`config.mk`:
```
export PLATFORM = sky130hd
export DESIGN_NAME = osp_top
export DESIGN_NICKNAME = d
export VERILOG_FILES = /design/src/design/osp_pkg.sv /design/src/design/osp_pin_rx.sv /design/src/design/osp_pwm.sv /design/src/design/osp_top.sv
export SDC_FILE = /design/constraint.sdc
export NUM_CORES = 1
export LEC_CHECK = 0
export ABC_AREA = 1
export BUFFER_PORTS_ARGS = -buffer_cell sky130_fd_sc_hd__buf_2
export CORE_AREA = 2 2 159 161
export CTS_BUF_LIST = sky130_fd_sc_hd__clkbuf_8 sky130_fd_sc_hd__clkbuf_16
export DETAILED_ROUTE_END_ITERATION = 7
export DIE_AREA = 0 0 161 163
export PLACE_DENSITY = 0.8
export SKIP_CTS_REPAIR_TIMING = 1
export SYNTH_ARGS = -nofsm -noshare
export SYNTH_HDL_FRONTEND = slang
export SYNTH_SLANG_ARGS = --single-unit
```
`constraint.sdc`:
```
create_clock -name mclk -period 4.3 [get_ports mclk]
set_input_delay 0.86 -clock mclk [delete_from_list [all_inputs] [get_ports mclk]]
set_output_delay 0.86 -clock mclk [all_outputs]
set_load 0.02 [all_outputs]
```
`src/design/osp_pkg.sv`:
```
package osp_pkg;

  // bus geometry
  localparam int unsigned OSP_ADDR_W = 8;
  localparam int unsigned OSP_CNT_W = 16;
  localparam int unsigned OSP_NPINS = 2;

  // register byte offsets
  localparam logic [7:0] OSP_OFF_PIN0_CFG = 8'h00;
  localparam logic [7:0] OSP_OFF_PIN1_CFG = 8'h04;
  localparam logic [7:0] OSP_OFF_PIN0_PWM = 8'h08;
  localparam logic [7:0] OSP_OFF_PIN1_PWM = 8'h0C;
  localparam logic [7:0] OSP_OFF_OUT_CTL = 8'h10;
  localparam logic [7:0] OSP_OFF_STATUS = 8'h14;

  // pin config fields
  localparam int unsigned OSP_CFG_MODE_LSB = 0;
  localparam int unsigned OSP_CFG_INV_BIT = 2;
  localparam int unsigned OSP_CFG_SEL_LSB = 4;
  localparam logic [31:0] OSP_CFG_MASK = 32'h00000037;
  localparam logic [31:0] OSP_CFG_RST = 32'h00000000;

  // pwm register fields: period low half, high time upper half
  localparam int unsigned OSP_PWM_PER_LSB = 0;
  localparam int unsigned OSP_PWM_DUTY_LSB = 16;
  localparam logic [31:0] OSP_PWM_RST = 32'h006400C8;

  // output control and status bits
  localparam int unsigned OSP_CTL_ON_BIT = 0;
  localparam int unsigned OSP_CTL_OFF_BIT = 1;
  localparam int unsigned OSP_ST_ON_BIT = 0;
  localparam int unsigned OSP_ST_LVL_LSB = 1;
  localparam int unsigned OSP_ST_TX_LSB = 3;

  // axi responses
  localparam logic [1:0] OSP_RESP_OKAY = 2'h0;
  localparam logic [1:0] OSP_RESP_SLVERR = 2'h2;

  // timing
  localparam int unsigned OSP_CLK_MHZ = 200;
  localparam int unsigned OSP_MIN_PULSE_US = 30;
  localparam int unsigned OSP_TX_PULSE_US = 50;
  localparam int unsigned OSP_MIN_PULSE_CYC = OSP_MIN_PULSE_US * OSP_CLK_MHZ;
  localparam int unsigned OSP_TX_PULSE_CYC = OSP_TX_PULSE_US * OSP_CLK_MHZ;

  typedef enum logic [1:0] {
    OSP_MODE_SYNC = 2'h0,
    OSP_MODE_INPUT = 2'h1,
    OSP_MODE_OUTPUT = 2'h2,
    OSP_MODE_RSVD = 2'h3
  } osp_mode_t;

  typedef enum logic [1:0] {
    OSP_SEL_ZERO = 2'h0,
    OSP_SEL_ONE = 2'h1,
    OSP_SEL_PWM = 2'h2,
    OSP_SEL_RSVD = 2'h3
  } osp_sel_t;

endpackage

```
`src/design/osp_pin_rx.sv`:
```
`timescale 1ns/1ps
module osp_pin_rx import osp_pkg::*; #(
  parameter int unsigned MIN_CYC = OSP_MIN_PULSE_CYC,
  parameter int unsigned CNT_W = OSP_CNT_W
) (
  // clock
  input wire logic mclk,
  input wire logic rstn,
  input wire logic ce,
  // pin side
  input wire logic pinIn,
  input wire logic invert,
  // results
  output logic activeLevel,
  output logic pulse
);
  logic [2:0] syncFf, nxt_sync;
  logic stableFf, nxt_stable;
  logic [CNT_W-1:0] cntFf, nxt_cnt;
  logic firedFf, nxt_fired;
  logic pulseFf, nxt_pulse;
  logic levelFf, nxt_level;
  logic act;

  always_comb begin
    nxt_sync = {syncFf[1:0], pinIn};
    nxt_stable = (syncFf[1] == syncFf[2]) ? syncFf[1] : stableFf;
    act = stableFf ^ ~invert;
    nxt_level = act;
    nxt_cnt = cntFf;
    nxt_fired = firedFf;
    nxt_pulse = 1'b0;
    if (!act) begin
      nxt_cnt = '0;
      nxt_fired = 1'b0;
    end else if (!firedFf) begin
      if (cntFf == CNT_W'(MIN_CYC - 1)) begin
        nxt_pulse = 1'b1;
        nxt_fired = 1'b1;
      end else begin
        nxt_cnt = cntFf + 1'b1;
      end
    end
  end

  always_ff @(posedge mclk) begin
    if (!rstn) begin
      syncFf <= 3'h7;
      stableFf <= 1'b1;
      cntFf <= '0;
      firedFf <= 1'b0;
      pulseFf <= 1'b0;
      levelFf <= 1'b0;
    end else if (ce) begin
      syncFf <= nxt_sync;
      stableFf <= nxt_stable;
      cntFf <= nxt_cnt;
      firedFf <= nxt_fired;
      pulseFf <= nxt_pulse;
      levelFf <= nxt_level;
    end
  end

  assign activeLevel = levelFf;
  assign pulse = pulseFf;
endmodule // osp_pin_rx

```
`src/design/osp_pwm.sv`:
```
`timescale 1ns/1ps
module osp_pwm import osp_pkg::*; #(
  parameter int unsigned W = OSP_CNT_W
) (
  // clock
  input wire logic mclk,
  input wire logic rstn,
  input wire logic ce,
  // settings in clock cycles
  input wire logic [W-1:0] period,
  input wire logic [W-1:0] duty,
  // waveform
  output logic pwm
);
  logic [W-1:0] cntFf, nxt_cnt;
  logic pwmFf, nxt_pwm;

  always_comb begin
    if (period == '0 || cntFf >= period - 1'b1) begin
      nxt_cnt = '0;
    end else begin
      nxt_cnt = cntFf + 1'b1;
    end
    nxt_pwm = (nxt_cnt < duty);
  end

  always_ff @(posedge mclk) begin
    if (!rstn) begin
      cntFf <= '0;
      pwmFf <= 1'b0;
    end else if (ce) begin
      cntFf <= nxt_cnt;
      pwmFf <= nxt_pwm;
    end
  end

  assign pwm = pwmFf;
endmodule // osp_pwm

```
`src/design/osp_top.sv`:
```
// Local design decisions: the placing of the registers and the AXI4-Lite register port.
`timescale 1ns/1ps
// Behaviour
// - per-pin invert setting flips every received or driven level; default not inverted.
// - first pin defaults to turn-on synchronisation, bidirectional.
// - output going off to on emits a pulse on the first pin.
// - first-pin pulse while output on changes nothing.
// - first-pin pulse while output off turns output on.
// - second pin defaults to turn-off synchronisation, bidirectional.
// - general input mode samples the pin level.
// - general output mode drives logic one, logic zero or PWM.
// - logic one is low when not inverted, high when inverted.
// - logic zero is high when not inverted, low when inverted.
// - output going on to off emits a pulse on the second pin.
// - second-pin pulse while output off changes nothing.
// - second-pin pulse while output on turns output off.
module osp_top import osp_pkg::*; #(
  parameter int unsigned MIN_PULSE_CYC = OSP_MIN_PULSE_CYC,
  parameter int unsigned TX_PULSE_CYC = OSP_TX_PULSE_CYC
) (
  // clock and reset
  input wire logic mclk,
  input wire logic rstn,
  input wire logic ce,
  // axi4-lite write address
  input wire logic [OSP_ADDR_W-1:0] s_axi_awaddr,
  input wire logic s_axi_awvalid,
  output logic s_axi_awready,
  // axi4-lite write data
  input wire logic [31:0] s_axi_wdata,
  input wire logic [3:0] s_axi_wstrb,
  input wire logic s_axi_wvalid,
  output logic s_axi_wready,
  // axi4-lite write response
  output logic [1:0] s_axi_bresp,
  output logic s_axi_bvalid,
  input wire logic s_axi_bready,
  // axi4-lite read address
  input wire logic [OSP_ADDR_W-1:0] s_axi_araddr,
  input wire logic s_axi_arvalid,
  output logic s_axi_arready,
  // axi4-lite read data
  output logic [31:0] s_axi_rdata,
  output logic [1:0] s_axi_rresp,
  output logic s_axi_rvalid,
  input wire logic s_axi_rready,
  // turn-on sync pin
  input wire logic syncOnPinIn,
  output logic syncOnPinOut,
  output logic syncOnPinOe,
  // turn-off sync pin
  input wire logic syncOffPinIn,
  output logic syncOffPinOut,
  output logic syncOffPinOe,
  // instrument output state
  output logic outputOn
);

  // merge write data into a register under byte enables
  function automatic logic [31:0] applyStrb(input logic [31:0] old, input logic [31:0] data,
                                            input logic [3:0] strb);
    logic [31:0] res;
    res = old;
    for (int b = 0; b < 4; b++) begin
      if (strb[b]) begin
        res[b*8 +: 8] = data[b*8 +: 8];
      end
    end
    return res;
  endfunction

  function automatic osp_mode_t cfgMode(input logic [31:0] cfg);
    return osp_mode_t'(cfg[OSP_CFG_MODE_LSB +: 2]);
  endfunction

  // pin drive as {oe, out} from config, pwm bit and sync pulse activity
  function automatic logic [1:0] pinDrive(input logic [31:0] cfg, input logic pwmBit,
                                          input logic txActive);
    logic inv;
    logic val;
    logic [1:0] res;
    inv = cfg[OSP_CFG_INV_BIT];
    val = 1'b0;
    res = 2'b00;
    case (osp_sel_t'(cfg[OSP_CFG_SEL_LSB +: 2]))
      OSP_SEL_ONE: val = 1'b1;
      OSP_SEL_PWM: val = pwmBit;
      default: val = 1'b0;
    endcase
    case (cfgMode(cfg))
      OSP_MODE_SYNC: res = {txActive, inv};
      OSP_MODE_OUTPUT: res = {1'b1, inv ? val : ~val};
      default: res = 2'b00;
    endcase
    return res;
  endfunction

  // configuration and bus state
  logic [OSP_NPINS-1:0][31:0] cfgFf, nxt_cfg;
  logic [OSP_NPINS-1:0][31:0] pwmFf, nxt_pwmReg;
  logic awHaveFf, nxt_awHave;
  logic [OSP_ADDR_W-1:0] awAddrFf, nxt_awAddr;
  logic wHaveFf, nxt_wHave;
  logic [31:0] wDataFf, nxt_wData;
  logic [3:0] wStrbFf, nxt_wStrb;
  logic awreadyFf, nxt_awready;
  logic wreadyFf, nxt_wready;
  logic bvalidFf, nxt_bvalid;
  logic [1:0] brespFf, nxt_bresp;
  logic arreadyFf, nxt_arready;
  logic rvalidFf, nxt_rvalid;
  logic [31:0] rdataFf, nxt_rdata;
  logic [1:0] rrespFf, nxt_rresp;
  logic onReq, offReq;

  // output state and pin drive
  logic outOnFf, nxt_outOn;
  logic [OSP_NPINS-1:0][OSP_CNT_W-1:0] txCntFf, nxt_txCnt;
  logic [OSP_NPINS-1:0] pinOutFf, nxt_pinOut;
  logic [OSP_NPINS-1:0] pinOeFf, nxt_pinOe;
  logic [OSP_NPINS-1:0] pinIn, rxLevel, rxPulse, pwmBit;
  logic [OSP_NPINS-1:0] txActive;
  logic [31:0] statusWord;
  logic turnOn, turnOff;

  assign pinIn = {syncOffPinIn, syncOnPinIn};

  for (genvar i = 0; i < OSP_NPINS; i++) begin : gPin
    osp_pin_rx #(
      .MIN_CYC(MIN_PULSE_CYC),
      .CNT_W(OSP_CNT_W)
    ) uRx (
      .mclk(mclk),
      .rstn(rstn),
      .ce(ce),
      .pinIn(pinIn[i]),
      .invert(cfgFf[i][OSP_CFG_INV_BIT]),
      .activeLevel(rxLevel[i]),
      .pulse(rxPulse[i])
    );
    osp_pwm #(
      .W(OSP_CNT_W)
    ) uPwm (
      .mclk(mclk),
      .rstn(rstn),
      .ce(ce),
      .period(pwmFf[i][OSP_PWM_PER_LSB +: OSP_CNT_W]),
      .duty(pwmFf[i][OSP_PWM_DUTY_LSB +: OSP_CNT_W]),
      .pwm(pwmBit[i])
    );
  end

  for (genvar i = 0; i < OSP_NPINS; i++) begin : gTxAct
    assign txActive[i] = (txCntFf[i] != '0);
  end

  always_comb begin
    statusWord = '0;
    statusWord[OSP_ST_ON_BIT] = outOnFf;
    statusWord[OSP_ST_LVL_LSB +: OSP_NPINS] = rxLevel;
    statusWord[OSP_ST_TX_LSB +: OSP_NPINS] = txActive;
  end

  // axi4-lite write side and register writes
  always_comb begin
    nxt_cfg = cfgFf;
    nxt_pwmReg = pwmFf;
    nxt_awHave = awHaveFf;
    nxt_awAddr = awAddrFf;
    nxt_wHave = wHaveFf;
    nxt_wData = wDataFf;
    nxt_wStrb = wStrbFf;
    nxt_bvalid = bvalidFf;
    nxt_bresp = brespFf;
    onReq = 1'b0;
    offReq = 1'b0;
    if (bvalidFf && s_axi_bready) begin
      nxt_bvalid = 1'b0;
    end
    if (s_axi_awvalid && awreadyFf) begin
      nxt_awHave = 1'b1;
      nxt_awAddr = s_axi_awaddr;
    end
    if (s_axi_wvalid && wreadyFf) begin
      nxt_wHave = 1'b1;
      nxt_wData = s_axi_wdata;
      nxt_wStrb = s_axi_wstrb;
    end
    if (awHaveFf && wHaveFf && !bvalidFf) begin
      nxt_awHave = 1'b0;
      nxt_wHave = 1'b0;
      nxt_bvalid = 1'b1;
      nxt_bresp = OSP_RESP_OKAY;
      case (awAddrFf)
        OSP_OFF_PIN0_CFG: nxt_cfg[0] = applyStrb(cfgFf[0], wDataFf, wStrbFf) & OSP_CFG_MASK;
        OSP_OFF_PIN1_CFG: nxt_cfg[1] = applyStrb(cfgFf[1], wDataFf, wStrbFf) & OSP_CFG_MASK;
        OSP_OFF_PIN0_PWM: nxt_pwmReg[0] = applyStrb(pwmFf[0], wDataFf, wStrbFf);
        OSP_OFF_PIN1_PWM: nxt_pwmReg[1] = applyStrb(pwmFf[1], wDataFf, wStrbFf);
        OSP_OFF_OUT_CTL: begin
          onReq = wStrbFf[0] && wDataFf[OSP_CTL_ON_BIT];
          offReq = wStrbFf[0] && wDataFf[OSP_CTL_OFF_BIT];
        end
        OSP_OFF_STATUS: nxt_bresp = OSP_RESP_OKAY;
        default: nxt_bresp = OSP_RESP_SLVERR;
      endcase
    end
    nxt_awready = !nxt_awHave && !nxt_bvalid;
    nxt_wready = !nxt_wHave && !nxt_bvalid;
  end

  always_ff @(posedge mclk) begin
    if (!rstn) begin
      cfgFf <= {OSP_NPINS{OSP_CFG_RST}};
      pwmFf <= {OSP_NPINS{OSP_PWM_RST}};
      awHaveFf <= 1'b0;
      awAddrFf <= '0;
      wHaveFf <= 1'b0;
      wDataFf <= '0;
      wStrbFf <= '0;
      awreadyFf <= 1'b0;
      wreadyFf <= 1'b0;
      bvalidFf <= 1'b0;
      brespFf <= OSP_RESP_OKAY;
    end else if (ce) begin
      cfgFf <= nxt_cfg;
      pwmFf <= nxt_pwmReg;
      awHaveFf <= nxt_awHave;
      awAddrFf <= nxt_awAddr;
      wHaveFf <= nxt_wHave;
      wDataFf <= nxt_wData;
      wStrbFf <= nxt_wStrb;
      awreadyFf <= nxt_awready;
      wreadyFf <= nxt_wready;
      bvalidFf <= nxt_bvalid;
      brespFf <= nxt_bresp;
    end
  end

  // axi4-lite read side
  always_comb begin
    nxt_rvalid = rvalidFf;
    nxt_rdata = rdataFf;
    nxt_rresp = rrespFf;
    if (rvalidFf && s_axi_rready) begin
      nxt_rvalid = 1'b0;
    end
    if (s_axi_arvalid && arreadyFf) begin
      nxt_rvalid = 1'b1;
      nxt_rresp = OSP_RESP_OKAY;
      case (s_axi_araddr)
        OSP_OFF_PIN0_CFG: nxt_rdata = cfgFf[0];
        OSP_OFF_PIN1_CFG: nxt_rdata = cfgFf[1];
        OSP_OFF_PIN0_PWM: nxt_rdata = pwmFf[0];
        OSP_OFF_PIN1_PWM: nxt_rdata = pwmFf[1];
        OSP_OFF_OUT_CTL: nxt_rdata = '0;
        OSP_OFF_STATUS: nxt_rdata = statusWord;
        default: begin
          nxt_rdata = '0;
          nxt_rresp = OSP_RESP_SLVERR;
        end
      endcase
    end
    nxt_arready = !nxt_rvalid;
  end

  always_ff @(posedge mclk) begin
    if (!rstn) begin
      arreadyFf <= 1'b0;
      rvalidFf <= 1'b0;
      rdataFf <= '0;
      rrespFf <= OSP_RESP_OKAY;
    end else if (ce) begin
      arreadyFf <= nxt_arready;
      rvalidFf <= nxt_rvalid;
      rdataFf <= nxt_rdata;
      rrespFf <= nxt_rresp;
    end
  end

  // output state, sync pulses and pin drive
  always_comb begin
    turnOn = onReq || (cfgMode(cfgFf[0]) == OSP_MODE_SYNC && rxPulse[0]);
    turnOff = offReq || (cfgMode(cfgFf[1]) == OSP_MODE_SYNC && rxPulse[1]);
    nxt_outOn = outOnFf;
    // a pulse of the wrong kind for the current state is simply ignored
    if (outOnFf && turnOff) begin
      nxt_outOn = 1'b0;
    end else if (!outOnFf && turnOn) begin
      nxt_outOn = 1'b1;
    end
    for (int i = 0; i < OSP_NPINS; i++) begin
      nxt_txCnt[i] = txActive[i] ? txCntFf[i] - 1'b1 : txCntFf[i];
    end
    if (nxt_outOn && !outOnFf && cfgMode(cfgFf[0]) == OSP_MODE_SYNC) begin
      nxt_txCnt[0] = OSP_CNT_W'(TX_PULSE_CYC);
    end
    if (!nxt_outOn && outOnFf && cfgMode(cfgFf[1]) == OSP_MODE_SYNC) begin
      nxt_txCnt[1] = OSP_CNT_W'(TX_PULSE_CYC);
    end
    for (int i = 0; i < OSP_NPINS; i++) begin
      {nxt_pinOe[i], nxt_pinOut[i]} = pinDrive(cfgFf[i], pwmBit[i], nxt_txCnt[i] != '0);
    end
  end

  always_ff @(posedge mclk) begin
    if (!rstn) begin
      outOnFf <= 1'b0;
      txCntFf <= '0;
      pinOutFf <= '0;
      pinOeFf <= '0;
    end else if (ce) begin
      outOnFf <= nxt_outOn;
      txCntFf <= nxt_txCnt;
      pinOutFf <= nxt_pinOut;
      pinOeFf <= nxt_pinOe;
    end
  end

  assign s_axi_awready = awreadyFf;
  assign s_axi_wready = wreadyFf;
  assign s_axi_bresp = brespFf;
  assign s_axi_bvalid = bvalidFf;
  assign s_axi_arready = arreadyFf;
  assign s_axi_rdata = rdataFf;
  assign s_axi_rresp = rrespFf;
  assign s_axi_rvalid = rvalidFf;
  assign syncOnPinOut = pinOutFf[0];
  assign syncOnPinOe = pinOeFf[0];
  assign syncOffPinOut = pinOutFf[1];
  assign syncOffPinOe = pinOeFf[1];
  assign outputOn = outOnFf;
endmodule // osp_top
```
==> results of run 1 <==
==> state kept, by name (all words and copies together) (netlist names), 4 cells and up <==
signal,count
pwmFf,64
gPin.uPwm.cntFf,32
gPin.uRx.cntFf,32
s_axi_rdata,32
txCntFf,32
wDataFf,32
cfgFf,10
awAddrFf,8
gPin.uRx.syncFf,6
wStrbFf,4
==> layout by cell type (no fill, tap or decap), types with 4 or more instances in the layout <==
cell type and count:
a31oi_1 8, nand4_1 32, xnor2_1 12, or2_2 5, nor2_2 8, clkinv_2 6, xor2_1 46, buf_2 103
a21oi_1 236, ha_1 74, bufinv_16 4, o21ai_0 179, inv_1 298, nand3_1 83, dfxtp_1 276, clkbuf_16 29
nor3_2 12, o211ai_1 22, nor2_1 197, nor3_1 32, nand2_1 345, a211oi_1 42, o22ai_1 30, clkinvlp_4 5
nor4_1 5, nand3_2 4, inv_2 8, buf_4 19
==> cell type report <==
type / instances / area share, %
timing repair inverter: 2 / 0.0913
clock buffer: 32 / 4.66
sequential: 276 / 33.6
timing repair buffer: 123 / 4.12
inverter: 304 / 6.99
tap: 330 / 2.51
multi-input combinational: 1415 / 46.8
clock inverter: 20 / 1.22
==> per-stage QoR <==
stage               hold slack, ns  util (%)
finish                       0.459      66.7
global route                 0.467      66.7
CTS                          0.457      66.3
detailed placement           0.445      62.4
global placement             0.441      62.4
floorplan                    0.429         -
==> cells by family (layout without fill, tap and decap cells) <==
group / count (synthesis) / in the layout / share of synthesized area (%)
and+or+nand+nor: 741 / 741 / 22.0
AOI/OAI and AO/OA: 539 / 539 / 20.3
buffers and inverters: 387 / 481 / 10.1
DFF: 276 / 276 / 37.7
adders and majority gates: 74 / 74 / 6.31
xor gates and xnor gates: 59 / 59 / 3.58
other: 1 / 2 / 0.0256
==> report_power, final <==
group	leakage (nW)	switching, mW	internal, mW	total [mW]
Clock	0.506	1.02	1.51	2.53
Combinational	4.35	0.471	0.256	0.726
Sequential	2.24	0.0809	2.64	2.72
Total	7.10	1.57	4.41	5.98
==> per-layer routing <==
layer	global-route usage (%)	vias to the layer above	share of wire (%)
li1	-	7025	-
met1	39.7	6492	46
met2	46.4	469	44
met3	3.64	75	6.9
met4	8.89	0	2.9
met5	0	-	0
==> worst max path at each step <==
stage               from               end  slack, ns
6_report       pwmFf[34]  gPin[1].uPwm.pwm       0.41
5_1_grt        pwmFf[32]  gPin[1].uPwm.pwm      -0.02
4_1_cts        pwmFf[34]  gPin[1].uPwm.pwm       0.11
3_5_place_dp   pwmFf[34]  gPin[1].uPwm.pwm       0.14
3_3_place_gp   pwmFf[34]  gPin[1].uPwm.pwm       0.25
2_1_floorplan  pwmFf[34]  gPin[1].uPwm.pwm       0.62
==> worst register-to-register path, stage by stage, from the launching register on <==
cell and delay [ns]:
dfxtp_1 0.34, nor2_1 0.11, nand2_1 0.12, nor3_4 0.20
nand4_1 0.17, nor3_2 0.24, nand3_1 0.14, nor2_1 0.14
xor2_1 0.16, inv_1 0.06, ha_1 0.29, nand2_1 0.10
nor3_2 0.18, nand2_1 0.12, nand2_4 0.13, clkinvlp_4 0.17
nand3_1 0.15, inv_1 0.06, ha_1 0.30, nand2_1 0.07
o21a_1 0.19, o211ai_1 0.15, nor2_1 0.06, nand2_1 0.08
a21oi_1 0.06
==> qor.yml, run 1 <==
outcome:
  run_status: "complete, no violations"
sta:
  hold_viol_final: 0
  fmax_mhz: 257
  setup_tns_ns: 0
  min_period_ns: 3.89
  setup_viol: 0
  post-route-period-util_pct: 90.5
  drv_slew: 0
  slew_headroom_pct: 32.0
  setup_slack_ns: 0.407
  worstMarginPinSlew_ns: 1.02
  finalClockSkew_ns: 0.0228
finish:
  area_growth_pct: 12.2
  multiInputGateArea_sq_um: 7700
  regArea_sq_um: 5530
  fin_area_sq_um: 16400
  antenna_cells: 0
  fin_cells: 2502
  n_fill_cell: 2171
  layout-drive-gt1-share_pct: 10.3
  nNetsFinal: 2287
floorplan:
  row_count: 58
  die_w_um: 161
  die_y_um: 163
  coreArea_sq_um: 24700
  die-area_sq_um: 26200
  io_pins: 108
  start_util_pct: 59.4
hold_path:
  hp-start: "gPin[0].uRx.syncFf[1]"
  hold_class: "flop to flop"
  min_to: "gPin[0].uRx.syncFf[1]"
  holdPathStages: 2
logic_synthesis:
  syn_area_sq_um: 14700
  synthTopCellsByCount: "347 x nand2_1, 293 x inv_1, 276 x dfxtp_1"
  yosysSeqAreaShare_pct: 37.7
  synthCells: 2077
  synth_top_area_share_pct: 37.7
  yosysTopAreaCell: "dfxtp_1"
  ys_ff_latch: 276
  netlist-cell-type-count: 55
  postSynthAreaPerCell_sq_um: 7.06
  yosysMostFrequentCell: "nand2_1"
  synth_edf_count: 0
  ys.flop_type: "dfxtp_1"
  ys_top_cells_by_area: "dfxtp_1 38%, nand2_1 8.9%, a21oi_1 8.1%, inv_1 7.5%, ha_1 6.3%"
  ys_warn_count: 0
  synth-async-reset-ratio_pct: 0
route:
  routed_wl_um: 38300
  drc: 0
  wl_per_cell_um: 15.3
  postRouteAntennaNets: 0
  first_pass_iters: 5
  drtIter0Drc: 1156
  dr_total_vias: 14061
  vias_per_cell: 5.62
clocking:
  clk_pin_slew_worst_paths_ns: 0.06
  htree_levels: 1
  cts_sinks: 276
  numCtsBuffers: 29
  cts_tree: "yes"
  clock-root-buffer: "clkbuf_16"
  clockBufferDepth: 3
  clkLatencyLatePin_ns: 0.55
place:
  placed_cell_area_sq_um: 15400
  gp_congestion: 0.935
  place_inst: 2444
  pre_cts_slack_ns: 0.137
  portBuffers: 105
  dp_hpwl_um: 27600
critical_path:
  crit_family: "simple AND/OR/NAND/NOR gates"
  critical_path.most_common_cell: "nand2_1"
  critPathMaxStageDelay_ns: 0.34
  crit_cells: 24
  crit_path_cell_trace: "nor2_1, nand2_1, nor3_4, nand4_1, nor3_2, nand3_1, nor2_1, xor2_1, inv_1, ha_1, nand2_1, nor3_2, nand2_1, nand2_4, clkinvlp_4, nand3_1, inv_1, ha_1, nand2_1, o21a_1, o211ai_1, nor2_1, nand2_1, a21oi_1"
  critical_path.slowest_cell: "dfxtp_1"
  required_ns: 4.71
  crit_path_start_kind: "flop"
  crit_buf_inv: 3
  cp-end-kind: "flop"
  r2r_end: "gPin[1].uPwm.pwm"
  critical_path_arrival_ns: 4.30
  worstPathMaxFanout: 7
  r2r.worst_path.cells: 24
  crit_type: "flop to flop"
  reg2reg_from: "pwmFf[34]"
  r2r_slack_ns: 0.41
global_route:
  grt_max_degree: 88
  grt_pass1_vias: 12657
  overflow: 0
  grt_use_total_pct: 28.5
  grt_pass1_wl_um: 61700
  antenna_found_initial: 0
flow_run:
  cap_violations: 0
power:
  cellPowerDensity_nw_per_um2: 363
  power_mw: 5.98
  p_leak_nw: 7.10
  vdd_ir_drop_max_mv: 0.306
Power figures use the tool's default switching activity.
==> run 2, diff against run 1 <==
CTS_CLUSTER_SIZE = 12   (was default)
PLACE_DENSITY = default   (was 0.8)
PLACE_DENSITY_LB_ADDON = 0.05   (was default)
==> qor.yml, run 2 (synthesis results as in run 1) <==
clocking:
  numCtsBuffers: 30
  clockBufferDepth: 3
  htree_levels: 1
  cts_sinks: 276
  cts_tree: "yes"
  clkLatencyLatePin_ns: 0.56
  clock-root-buffer: "clkbuf_16"
  clk_pin_slew_worst_paths_ns: 0.06
floorplan:
  die-area_sq_um: 26200
  coreArea_sq_um: 24700
  io_pins: 108
  start_util_pct: 59.4
  die_y_um: 163
  die_w_um: 161
  row_count: 58
finish:
  nNetsFinal: 2288
  top_register: "pwmFf"
  largest_reg_flops: 64
  antenna_cells: 0
  area_growth_pct: 12.2
  fin_cells: 2503
  layout-drive-gt1-share_pct: 10.4
  layout_common_cells: "346 x nand2_1, 294 x inv_1, 276 x dfxtp_1"
  final_common_cell: "nand2_1"
sta:
  post-route-period-util_pct: 92.3
  rsz0062_at_grt: "true"
  fmax_mhz: 252
  min_period_ns: 3.97
  drv_slew: 0
  slew_headroom_pct: 35.3
  whs_ns: 0.460
  finalClockSkew_ns: 0.0127
  worstMarginPinSlew_ns: 0.967
  hold_viol_final: 0
  setup_viol: 0
place:
  portBuffers: 105
  gp_congestion: 0.904
  dp_hpwl_um: 28400
  place_inst: 2444
route:
  wl_per_cell_um: 15.6
  vias_per_cell: 5.53
  first_pass_iters: 6
  drc: 0
  routed_wl_um: 39000
  dr_total_vias: 13845
  postRouteAntennaNets: 0
  drtIter0Drc: 1189
critical_path:
  crit_type: "flop to flop"
  cp-end-kind: "flop"
  required_ns: 4.78
  crit_path_start_kind: "flop"
  critical_path_arrival_ns: 4.45
  worstPathMaxFanout: 11
global_route:
  grt_pass1_vias: 12493
  grt_use_total_pct: 29.1
  grt_pass1_wl_um: 62800
  overflow: 0
  grt_max_degree: 83
  antenna_found_initial: 0
power:
  p_leak_nw: 7.11
  vdd_ir_drop_max_mv: 0.313
  power_mw: 6.03
  cellPowerDensity_nw_per_um2: 367
outcome:
  run_status: "complete, no violations"
hold_path:
  hold_class: "flop to flop"
flow_run:
  cap_violations: 0
run 2: report_power, final:
group,switching [mW],leakage [nW],internal [mW]
combinational,0.470,4.35,0.257
sequential,0.0789,2.24,2.64
clock,1.05,0.520,1.54
total,1.60,7.11,4.44
run 2: worst paths after layout:
| check | from | endpoint | depth (start not counted) | slack (ns) |
|---|---|---|---|---|
| worst max-delay path | pwmFf[0] | gPin[0].uPwm.pwm | 24 | 0.33 |
| worst min-delay path | awAddrFf[1] | awAddrFf[1] | 2 | 0.46 |
| worst max register to register | pwmFf[0] | gPin[0].uPwm.pwm | 24 | 0.33 |
| worst min register to register | awAddrFf[1] | awAddrFf[1] | 2 | 0.46 |
run 2: metal layers:
metal  vias to the layer above  share of wire, %  track usage, %
met5                         -                 0               0
met3                        62               7.4            4.63
met1                      6273                46            41.4
li1                       7033                 -               -
met4                         0               2.4            8.24
met2                       477                44            45.7
run 2: worst max-delay path, stage by stage, from the launching register on:
cell	delay [ns]
dfxtp_1	0.30
inv_1	0.13
ha_1	0.20
nand2_1	0.11
nor2_1	0.21
nand3_1	0.17
nor3_1	0.22
xor2_1	0.18
inv_1	0.06
ha_1	0.28
nand2_1	0.09
nor3_1	0.19
nand2_1	0.10
nand2_1	0.17
clkinvlp_4	0.24
nand3_1	0.17
inv_1	0.06
ha_1	0.30
nand2_1	0.08
nor2_1	0.05
a211oi_1	0.18
o221ai_1	0.14
nor2_1	0.11
nand2_1	0.06
a21oi_1	0.11
run 2: final cells by class:
cell class | instances | area, sq um
fillers | 2220 | 8220
well taps | 330 | 413
clock buffers | 42 | 927
repair inverters | 1 | 7.51
inverters | 304 | 1150
flip-flops and latches | 276 | 5530
clock inverters | 11 | 75.1
multi-input cells | 1415 | 7680
repair buffers | 124 | 673
run 2: per-stage QoR:
| stage | setup WS [ns] | util, % | TNS (ns) | instance area (sq um) |
|---|---|---|---|---|
| 2_1_floorplan | 0.624 | - | 0 | 14700 |
| 3_3_place_gp | 0.361 | 62.3 | 0 | 15400 |
| 3_5_place_dp | 0.193 | 62.3 | 0 | 15400 |
| 4_1_cts | 0.145 | 66.4 | 0 | 16400 |
| 5_1_grt | -0.0377 | 66.7 | -0.0715 | 16400 |
| 6_report | 0.329 | 66.7 | 0 | 16400 |
